## src/dtfs_regs.svh

```systemverilog
// constants for the dual tone frequency synthesizer
`ifndef DTFS_REGS_SVH
`define DTFS_REGS_SVH
// ==========================================================
// divider chain
`define DTFS_STEPS      5'h17
`define DTFS_LAST_STEP  5'h16
`define DTFS_MEL_HIGH   5'h0c
`define DTFS_PRE_EXTRA  9'h001
// ==========================================================
// amplitude, divisor limits and reset values
`define DTFS_LOW_GAIN   17'sh000cb
`define DTFS_MIN_MEL    8'h02
`define DTFS_MIN_TONE   8'h3c
`define DTFS_DIV_OFF    8'h00
`define DTFS_PRE_RST    9'h000
`define DTFS_STEP_RST   5'h00
`define DTFS_TONE_RST   9'sh000
`endif

```

## src/dtfs_pkg.sv

```systemverilog
// types shared by the tone synthesizer modules
package dtfs_pkg;
  typedef logic        [7:0] dtfs_div_t;
  typedef logic signed [7:0] dtfs_smp_t;
  typedef logic signed [8:0] dtfs_tone_t;

  // one synthesizer's state
  typedef struct packed {
    dtfs_div_t  div;
    logic [8:0] pre;
    logic [4:0] step;
  } dtfs_synth_st_t;

  // what a synthesizer hands to the mixer
  typedef struct packed {
    dtfs_smp_t sample;
    logic      melody;
    logic      active;
  } dtfs_wave_t;

  // top level state
  typedef struct packed {
    dtfs_tone_t tone;
    logic       tone_en;
    logic       pin_out;
    logic       pin_oe;
    logic       pin_level;
  } dtfs_top_st_t;
endpackage : dtfs_pkg

```

## src/dtfs_synth.sv

```systemverilog
// one digital sine synthesizer with its divide-by-23 step chain
`timescale 1ns/100ps
`include "dtfs_regs.svh"
module dtfs_synth (
  input  wire logic               clk,
  input  wire logic               rst_n,
  input  wire logic               ce,
  input  wire logic               gen_on,
  input  wire dtfs_pkg::dtfs_div_t divisor,
  output      dtfs_pkg::dtfs_wave_t wave
);
  import dtfs_pkg::*;

  dtfs_synth_st_t st;
  dtfs_synth_st_t next_st;
  logic           sub_end;
  logic           boundary;
  dtfs_smp_t      sample;
  logic           running;

  // ==========================================================
  // sine table, 23 points of one period
  function automatic dtfs_smp_t sine_at(input logic [4:0] k);
    unique case (k)
      5'h00: sine_at = 8'sh00;  5'h01: sine_at = 8'sh22;
      5'h02: sine_at = 8'sh42;  5'h03: sine_at = 8'sh5d;
      5'h04: sine_at = 8'sh71;  5'h05: sine_at = 8'sh7c;
      5'h06: sine_at = 8'sh7f;  5'h07: sine_at = 8'sh78;
      5'h08: sine_at = 8'sh68;  5'h09: sine_at = 8'sh50;
      5'h0a: sine_at = 8'sh33;  5'h0b: sine_at = 8'sh11;
      5'h0c: sine_at = -8'sh11; 5'h0d: sine_at = -8'sh33;
      5'h0e: sine_at = -8'sh50; 5'h0f: sine_at = -8'sh68;
      5'h10: sine_at = -8'sh78; 5'h11: sine_at = -8'sh7f;
      5'h12: sine_at = -8'sh7c; 5'h13: sine_at = -8'sh71;
      5'h14: sine_at = -8'sh5d; 5'h15: sine_at = -8'sh42;
      5'h16: sine_at = -8'sh22;
      default: sine_at = 8'sh00;  // steps above 22 never occur
    endcase
  endfunction : sine_at

  // ==========================================================
  // step chain: each sub-step lasts divisor+2 clocks
  assign sub_end  = st.pre == ({1'b0, st.div} + `DTFS_PRE_EXTRA);
  assign boundary = sub_end && st.step == `DTFS_LAST_STEP;

  always_comb begin
    next_st = st;
    if (!gen_on) begin
      next_st.div  = `DTFS_DIV_OFF;  // whole generator shut off
      next_st.pre  = `DTFS_PRE_RST;
      next_st.step = `DTFS_STEP_RST;
    end else if (st.div == `DTFS_DIV_OFF || boundary) begin
      // new divisor only at a period edge or from idle; only the gen_on shutoff cuts a period short
      next_st.div  = divisor;
      next_st.pre  = `DTFS_PRE_RST;
      next_st.step = `DTFS_STEP_RST;
    end else if (sub_end) begin
      next_st.pre  = `DTFS_PRE_RST;
      next_st.step = st.step + 5'h01;
    end else begin
      next_st.pre  = st.pre + 9'h001;
    end
  end

  always_ff @(posedge clk or negedge rst_n) begin
    if (!rst_n) begin
      st <= '{div: `DTFS_DIV_OFF, pre: `DTFS_PRE_RST, step: `DTFS_STEP_RST};
    end else if (ce) begin
      st <= next_st;
    end
  end

  // ==========================================================
  // outputs: a zero divisor silences both sine and square
  assign sample  = sine_at(st.step);
  assign running = st.div != `DTFS_DIV_OFF;
  // one assignment for the whole struct keeps a single driver on it
  assign wave = '{sample: running ? sample : 8'sh00,
                  melody: running && (st.step < `DTFS_MEL_HIGH),
                  active: running};
endmodule : dtfs_synth

```

## src/dtfs_top.sv

```systemverilog
// dual tone frequency synthesizer: two sines, summed tone and melody pin
`timescale 1ns/100ps
`include "dtfs_regs.svh"
module dtfs_top (
  input  wire logic                clk,
  input  wire logic                resetn,
  input  wire logic                ce,
  input  wire dtfs_pkg::dtfs_div_t high_group_divisor,
  input  wire dtfs_pkg::dtfs_div_t low_group_divisor,
  input  wire logic                melody_pin_select,
  input  wire logic                port_latch,
  input  wire logic                melody_port_pin_in,
  output      logic                melody_port_pin_out,
  output      logic                melody_port_pin_oe,
  output      logic                melody_pin_level,
  output      dtfs_pkg::dtfs_tone_t tone_level,
  output      logic                tone_drive_en
);
  import dtfs_pkg::*;

  logic [1:0]        rst_sync;
  logic              rst_n;
  logic              gen_on;
  dtfs_wave_t        high_wave;
  dtfs_wave_t        low_wave;
  logic signed [16:0] mix;
  dtfs_top_st_t      st;
  dtfs_top_st_t      next_st;
  logic              mel_prev;     // melody seen at the last enabled edge
  logic [12:0]       mel_len;      // enabled cycles of the current part
  logic [12:0]       mel_hi_len;   // length of the last high part
  logic              mel_seen_hi;  // a whole high part has been counted

  // ==========================================================
  // reset release through two flops; assertion stays asynchronous
  always_ff @(posedge clk or negedge resetn) begin
    if (!resetn) begin
      rst_sync <= 2'h0;
    end else begin
      rst_sync <= {rst_sync[0], 1'b1};
    end
  end
  assign rst_n = rst_sync[1];

  // ==========================================================
  // two independent synthesizers; holding both off saves power
  assign gen_on = high_group_divisor != `DTFS_DIV_OFF ||
                  low_group_divisor != `DTFS_DIV_OFF;

  dtfs_synth u_high (
    .clk     (clk),
    .rst_n   (rst_n),
    .ce      (ce),
    .gen_on  (gen_on),
    .divisor (high_group_divisor),
    .wave    (high_wave)
  );

  dtfs_synth u_low (
    .clk     (clk),
    .rst_n   (rst_n),
    .ce      (ce),
    .gen_on  (gen_on),
    .divisor (low_group_divisor),
    .wave    (low_wave)
  );

  // ==========================================================
  // mixer: low group weighted by 203/256, about -2 dB
  assign mix = (17'(high_wave.sample) <<< 8) +
               17'(low_wave.sample) * `DTFS_LOW_GAIN;

  // ==========================================================
  // output state; the tone keeps running while the melody pin is used,
  // though divisors below 60 are lost in the outside filter
  always_comb begin
    next_st           = st;
    next_st.tone      = 9'(mix >>> 8);
    next_st.tone_en   = high_wave.active || low_wave.active;
    next_st.pin_level = melody_port_pin_in;
    if (melody_pin_select) begin
      // zero divisor leaves the pin high; any divisor from 2 up toggles
      next_st.pin_out = (high_group_divisor == `DTFS_DIV_OFF) ? 1'b1
                        : high_wave.melody;
      next_st.pin_oe  = 1'b1;
    end else begin
      // plain port line: strong low, weak pull-up for high
      next_st.pin_out = port_latch;
      next_st.pin_oe  = !port_latch;
    end
  end

  always_ff @(posedge clk or negedge rst_n) begin
    if (!rst_n) begin
      st <= '{tone: `DTFS_TONE_RST, tone_en: 1'b0, pin_out: 1'b1,
              pin_oe: 1'b0, pin_level: 1'b1};
    end else if (ce) begin
      st <= next_st;
    end
  end

  assign tone_level          = st.tone;
  assign tone_drive_en       = st.tone_en;
  assign melody_port_pin_out = st.pin_out;
  assign melody_port_pin_oe  = st.pin_oe;
  assign melody_pin_level    = st.pin_level;

  // ==========================================================
  // check helpers: lengths of the high and low parts of a melody
  // period in enabled cycles; a stopped synthesizer drops the
  // half-seen period, so a cut period is never judged
  always_ff @(posedge clk or negedge rst_n) begin
    if (!rst_n) begin
      mel_prev    <= 1'b0;
      mel_len     <= 13'h0000;
      mel_hi_len  <= 13'h0000;
      mel_seen_hi <= 1'b0;
    end else if (ce) begin
      mel_prev <= high_wave.melody;
      if (!high_wave.active) begin
        mel_seen_hi <= 1'b0;
      end else if (high_wave.melody != mel_prev) begin
        mel_len <= 13'h0001;
        if (!high_wave.melody) begin
          mel_hi_len  <= mel_len;  // a high part just ended
          mel_seen_hi <= 1'b1;
        end
      end else begin
        mel_len <= mel_len + 13'h0001;
      end
    end
  end
endmodule : dtfs_top

```

## config.mk

```make
export PLATFORM = sky130hd
export DESIGN_NAME = dtfs_top
export DESIGN_NICKNAME = d
export VERILOG_FILES = /design/src/dtfs_pkg.sv /design/src/dtfs_synth.sv /design/src/dtfs_top.sv
export VERILOG_INCLUDE_DIRS = /design/src
export SDC_FILE = /design/constraint.sdc
export NUM_CORES = 1
export LEC_CHECK = 0
export ABC_AREA = 1
export BUFFER_PORTS_ARGS = -buffer_cell sky130_fd_sc_hd__buf_2
export CAP_MARGIN = 20
export CORE_UTILIZATION = 25
export DETAILED_ROUTE_END_ITERATION = 8
export RECOVER_POWER = 50
export SKIP_LAST_GASP = 1
export SLEW_MARGIN = 20
export SYNTH_ARGS = -nofsm -noshare
export SYNTH_HDL_FRONTEND = slang
export SYNTH_SLANG_ARGS = --single-unit
```

## constraint.sdc

```tcl
create_clock -name clk -period 2.1 [get_ports clk]
set_clock_uncertainty 0.1 [all_clocks]
set_input_delay 0.315 -clock clk [delete_from_list [all_inputs] [get_ports clk]]
set_output_delay 0.315 -clock clk [all_outputs]
set_load 0.01 [all_outputs]
```

# After elaboration in Yosys (flattened, before gate mapping)
# Memories as Yosys holds them, arrays and structs flattened.
# Index checks and enable logic that the tools add are counted.
word_totals:
  regBits: 59
  rom_bits: 512
  input_bits: 22
  output_inout_bits: 13
  elab_cells: 64
  memories: 2
mem_list:
  columns: ["name", "depth", "word_bits", "rd", "rd_clocked_by_memory_dff", "wr", "line", "text"]
  rows:
  - ["(no name shown)", 32, 8, 1, 0, 0, "dtfs_synth.sv:24", "unique case (k)"]
  - ["(no name shown)", 32, 8, 1, 0, 0, "dtfs_synth.sv:24", null]
op_classes:
  addsub: 7
  mul: 1
  order_cmp: 1
  n_eq_ne: 8
  n_mux: 14
  reduce_logical: 19
op_table:
  columns: ["op", "n"]
  rows:
  - ["$mux W22", 2]
  - ["$mux W8", 4]
  - ["$reduce_bool A8 Y1", 4]
  - ["$mux W14", 2]
  - ["$logic_not A8 Y1", 3]
  - ["$add A8 B1 Y9 const B", 2]
  - ["$add A9 B1 Y9 const B", 2]
  - ["$eq A9 B9 Y1", 2]
  - ["$mux W9", 2]
  - ["$add A16 B17 Y17", 1]
  - ["$mul A8 B9 Y17 const B", 1]
  - ["$add A5 B1 Y5 const B", 2]
  - ["$eq A5 B5 Y1 const B", 2]
  - ["$mux W5", 2]
  - ["$reduce_and A2 Y1", 4]
  - ["$lt A5 B4 Y1 const B", 1]
  - ["$logic_or A1 B1 Y1", 4]
  - ["$logic_and A1 B1 Y1", 3]
  - ["$ne A3 B1 Y1 const B", 1]
  - ["$ne A3 B3 Y1 const B", 1]
  - ["$mux W2", 1]
  - ["$ne A2 B1 Y1 const B", 1]
  - ["$ne A2 B2 Y1 const B", 1]
  - ["$logic_not A1 Y1", 1]
  - ["$mux W1", 1]

# Longest topological paths before layout
logic_depth:
  word_depth: 6
  ltp_mapped: 23
  ltp_nobuf: 23

# Hierarchy
# From an unflattened synthesis, not the netlist that was laid out.
unflattened:
  cells_unflattened: 802
  area_unflattened_um2: 5815.6
modules_own_cells:
  columns: ["module", "n_inst", "cells_per_inst", "area_per_inst_um2", "seq_area_each_um2"]
  rows:
  - ["dtfs_top", 1, 270, 2159.6, 377.9]
  - ["dtfs_synth at u_high", 1, 265, 1851.8, 550.5]
  - ["dtfs_synth at u_low", 1, 267, 1804.2, 550.5]

# Worst setup path before layout
# OpenSTA, ideal clock, no wires.
synth_timing:
  kind: "reg2reg"
  start: "reg u_low.st[2] (netlist bit)"
  end: "reg st (netlist bit tone_level[7])"
  setup_time_ns: 0.082
  t_arrival_ns: 4.406
  required_time_ns: 1.918
  setup_slack_ns: -2.489
  stages_incl_launch_ff: 19
  path_buffers: 1
  period_less_slack_ns: 4.589
  cell_sequence: "dfrtp_1 > clkbuf_1 > inv_1 > ha_1 > a21oi_1 > o31ai_1 > a21oi_1 > fa_1 > ha_1 > fa_1 > fa_1 > ha_1 > nand2_1 > nand2_1 > a21oi_1 > nor2_1 > a211oi_1 > nand3_1 > a31oi_1"
synth_between:
  elab_chain_cells: 4
synth_lines:
  columns: ["item", "line", "text"]
  rows:
  - ["start, declared", "dtfs_synth.sv:14", "dtfs_synth_st_t st;"]
  - ["start signal, assigned", "dtfs_synth.sv:67", "st <= '{div: `DTFS_DIV_OFF, pre: `DTFS_PRE_RST, step: `DTFS_STEP_RST};"]
  - ["start signal, assigned", "dtfs_synth.sv:69", "st <= next_st;"]
  - ["$mem_v2 Z32 W8", null, null]
  - ["$mux W8", "dtfs_synth.sv:78", "assign wave = '{sample: running ? sample : 8'sh00,"]
  - ["$mul A8 B9 Y17 (no line)", null, null]
  - ["$add A16 B17 Y17 (no line)", null, null]
  - ["end signal, assigned", "dtfs_top.sv:95", "st <= '{tone: `DTFS_TONE_RST, tone_en: 1'b0, pin_out: 1'b1,"]
  - ["end signal, assigned", "dtfs_top.sv:98", "st <= next_st;"]
  - ["end, declared", "dtfs_top.sv:27", "dtfs_top_st_t st;"]
# Every way passes these cells.
# A chain may end at the register's enable or synchronous reset.

# Worst setup path after layout
layout_timing:
  start: "reg u_low.st[0] (netlist bit)"
  end: "reg st (netlist bit tone_level[2])"
# Same word-level chain as after synthesis.

==> flow_results.org <==
** Global routing
- Via count of the first global-routing pass :: 5987
- Largest net degree at the start of global routing :: 31
- Summed over all layers, the global routing overflow is 0.
- Wire length of the first global-routing pass :: 29.28 mm
- The initial antenna violation count was 0.
- In the global route stage, overall resource usage came out at 15.15%.

** Final layout
- At the end of the flow the core is filled with cells to 40.76%.
- Number of cells in the finished layout apart from fillers :: 1359
- Inserted Diodes :: 0
- Fillers :: 2186
- At the end of the flow, the number of nets in the layout was 1151.
- Fraction of layout instances using a drive strength above 1 :: 42.26%
- The area growth from synthesis to layout is 59.32%.
- Post-Layout Inst Area :: 9285 um^2

** Placement
- Once placement completed, the tool counted placed cells totaling 1303.
- Port buffer count :: 34
- The wire-length estimate of the detail-placed layout is 13.19 mm.
- Placer Congestion :: 0.8531
- Post-DP Area :: 7656 um^2

** Timing
- Final setup vio count :: 50
- Final hold analysis gives a worst-case slack of 0.08556 ns.
- The final number of max-transition violations is 28.
- Slew Limit Headroom :: -6.404%
- Min Clock Period, post-route :: 4.279 ns
- In the post-route analysis, the smallest setup slack over all paths is -2.179 ns.
- Setup Total Neg Slack :: -24.12 ns
- Timing would allow up to 233.7 MHz.
- The final critical path takes up 203.7% of the cycle.
- The hold violation total from the final report is 0.
- At the pin with the least slew margin, the transition time is 1.596 ns.
- Setup repair after global routing missed its margin :: true

** Power
- In this run switching power makes up 47.31% of total power.
- Sequential power share :: 11.9%
- The share of total power dissipated in the clock network is 9.4%.
- Switching power of the nets :: 0.007879 W
- Maximum ir drop on the vdd rail :: 1230 uV
- Cell-internal power :: 0.008774 W
- Power spread over the standard cell area amounts to 1794 nW/um^2.
- The analysis attributes to cell leakage a power of 4.405 nW.
- Combinational logic is responsible for 78.7% of the overall power.

** Floorplan
- Die W :: 154.7 um
- Number of primary I/O pins :: 35
- The floorplan step defined a die boundary enclosing 23930 um^2.
- The floorplan has 55 rows.
- Die span in y :: 154.7 um
- For this configuration, the core starts out at a cell density of 25.59%.
- Core footprint :: 22780 um^2

** Clock tree
- Clock Pin Slew Worst Setup and Hold Paths :: 0.06 ns
- Number of buffers created by CTS :: 9
- Root buffer cell :: clkbuf_16
- Sinks on the clock net :: 59
- Number of levels the H-tree was split into :: 3
- No sink is reached through more buffers than the 2 on the longest clock path.
- Worst-skew pair later-pin latency :: 0.34 ns
- TritonCTS built the clock tree.

** Synth
- Unique masters post-synth :: 44
- Yosys mapped a number of flops with a built-in enable equal to 0.
- Synthesis inferred 59 register bits.
- During synthesis, Yosys emitted a total of 0 warnings.
- Leading post-synthesis cells by instance count :: nand2_1, inv_1, nor2_1
- By area the synthesized netlist is led by dfrtp_1, ha_1, nand2_1.
- Synth Net Count :: 936
- In this run the mean area of a mapped cell was 7.056 um^2.
- Cells after synthesis :: 826
- The biggest area contributor in the post-synthesis netlist is dfrtp_1.
- Counting flops with an async set or reset pin after synthesis yields a share of 100.0%.
- After synthesis the cells add up to 5828 um^2.
- By instance count, the leading cell after synthesis is nand2_1.
- Most instantiated flip-flop cell in the synthesis netlist :: dfrtp_1
- The share of synthesized area in the top cell type comes to 24.47%.
- Sequential elements use 25.38% of the synthesized area.

** Setup path
- Crit end category :: flip-flop
- CP peak stage delay :: 0.57 ns
- For the worst setup path, the data required time is 2.27 ns.
- The slowest stage of the critical path belongs to the cell fa_1.
- Critical path peak fanout :: 4
- The worst setup path is launched from a flip-flop.
- Crit Path Category :: reg -> reg
- Cells along the critical path :: ha_4 > ha_2 > nor2_1 > nand2_1 > o21ai_2 > nand2_4 > inv_4 > buf_6 > fa_2 > fa_1 > inv_1 > fa_1 > inv_2 > ha_4 > a21oi_4 > o21ai_2 > a21oi_1 > buf_4 > or2_2 > a31oi_1
- Data arrival time of the worst path :: 4.44 ns
- Measured in cells, the most critical reg-to-reg path has a length of 20.

** Detailed routing
- The detailed router placed 6275 vias in this run.
- In this run the remaining antenna-violating nets after routing total 0.
- After detailed routing, the number of vias per cell comes to 4.617.
- Total wirelength of the detailed-routed design :: 18.28 mm
- Detailed-route wire length per cell :: 13.45 um
- DR DRC count :: 0
- Drt initial violations :: 313
- The first TritonRoute pass finished after 6 iterations.

** Job
- Max Cap Viol :: 1

** Min path
- In this run the worst hold path is classified as in -> reg.
- Hold Path Cell Cnt :: 3

** Status
- The final reports fail on max-capacitance violations, max-slew violations, negative setup slack.
- Run status :: complete, but fails checks
metrics by stage:
stage,power [W],worst slack [ns]
final,0.01665,-2.179
after global routing,0.01802,-2.313
after detailed placement,0.01155,-2.469
after CTS,0.01489,-2.118
after floorplan,0.007886,-1.974
after global placement,0.01144,-2.432
cell families (layout without fill, tap and decap cells):
kind of cell | after synthesis | after routing | share of synthesized area [%]
xor gates and xnor gates | 10 | 10 | 1.503
other | 1 | 1 | 0.06434
adders and majority gates | 88 | 88 | 21.08
buffers and inverters | 139 | 357 | 9.189
and+or+nand+nor | 407 | 409 | 30.38
DFF | 59 | 59 | 25.38
AOI/OAI and AO/OA | 122 | 122 | 12.41
registers in the layout, indices dropped and copies added, names as in the netlist:
register	flops
u_high.st	22
melody_pin_level	1
tone_level	9
melody_port_pin_oe	1
u_low.st	22
tone_drive_en	1
rst_sync	2
melody_port_pin_out	1
cells in the final DEF (no fill, tap or decap), types with 9 or more instances in the layout:
master / instances
a21oi_1: 24
a31oi_1: 9
buf_2: 33
buf_4: 158
buf_6: 25
clkbuf_16: 10
dfrtp_1: 54
fa_1: 12
ha_1: 34
ha_4: 33
inv_1: 94
inv_2: 18
nand2_1: 173
nand2_2: 29
nand2_4: 9
nand3_1: 47
nand4_1: 21
nor2_1: 59
nor2_2: 15
nor2_4: 13
o21ai_0: 24
o21ai_2: 18
worst max-delay path, delay by kind of cell, from the launching register on:
| family | cells | cell delay, ns |
|---|---|---|
| AO/OA/AOI/OAI | 5 | 0.51 |
| adder cells (fa/ha/maj) | 6 | 2.14 |
| buffers and inverters | 5 | 0.44 |
| flip-flops | 1 | 0.46 |
| AND/OR/NAND/NOR | 4 | 0.53 |
metal layers:
layer  part of all wire [%]  track usage [%]  up-vias
li1                       -                -     3147
met1                     47            20.26     2999
met2                     48            25.40      110
met3                    3.1            2.157       19
met4                    1.5            4.149        0
met5                      0                0        -
power by group through the flow:
| stage | Clock, W | Sequential (W) | Combinational (W) |
|---|---|---|---|
| 2_1_floorplan | 0 | 0.00205 | 0.00584 |
| 3_3_place_gp | 0 | 0.00198 | 0.00946 |
| 3_5_place_dp | 0 | 0.00200 | 0.00955 |
| 4_1_cts | 0.00160 | 0.00198 | 0.0113 |
| 5_1_grt | 0.00167 | 0.00205 | 0.0143 |
| 6_report | 0.00157 | 0.00199 | 0.0131 |
final timing paths:
kind	startpoint	to	slack, ns
max	u_low.st[0]	tone_level[2]	-2.18
min	melody_port_pin_in	melody_pin_level	0.09
max reg2reg	u_low.st[0]	tone_level[2]	-2.18
min reg2reg	rst_sync[0]	rst_sync[1]	0.25
max in group asynchronous	rst_sync[1]	u_high.st[17]	0.31
min in group asynchronous	resetn	rst_sync[0]	0.19
area by class of cell:
type / count / area, um^2 / share of cell area [%]
Clock buffer: 12 / 266.5 / 2.870
Inverter: 118 / 452.9 / 4.878
Timing Repair Buffer: 223 / 1715 / 18.47
Clock inverter: 4 / 47.55 / 0.5121
Sequential cell: 59 / 1483 / 15.97
Multi-Input combinational cell: 630 / 4928 / 53.08
Tap cell: 313 / 391.6 / 4.218
repair_timing:
item                                    CTS  global route
endpoints found under the setup margin   48            53
buffers inserted                         24            17
cloned                                    2             1
pin swaps                                62            76
endpoints found under the hold margin     2             0
gates resized for setup                 111           124
hold buffers                              1             0
No activity file was read; power rests on OpenSTA's default activity.
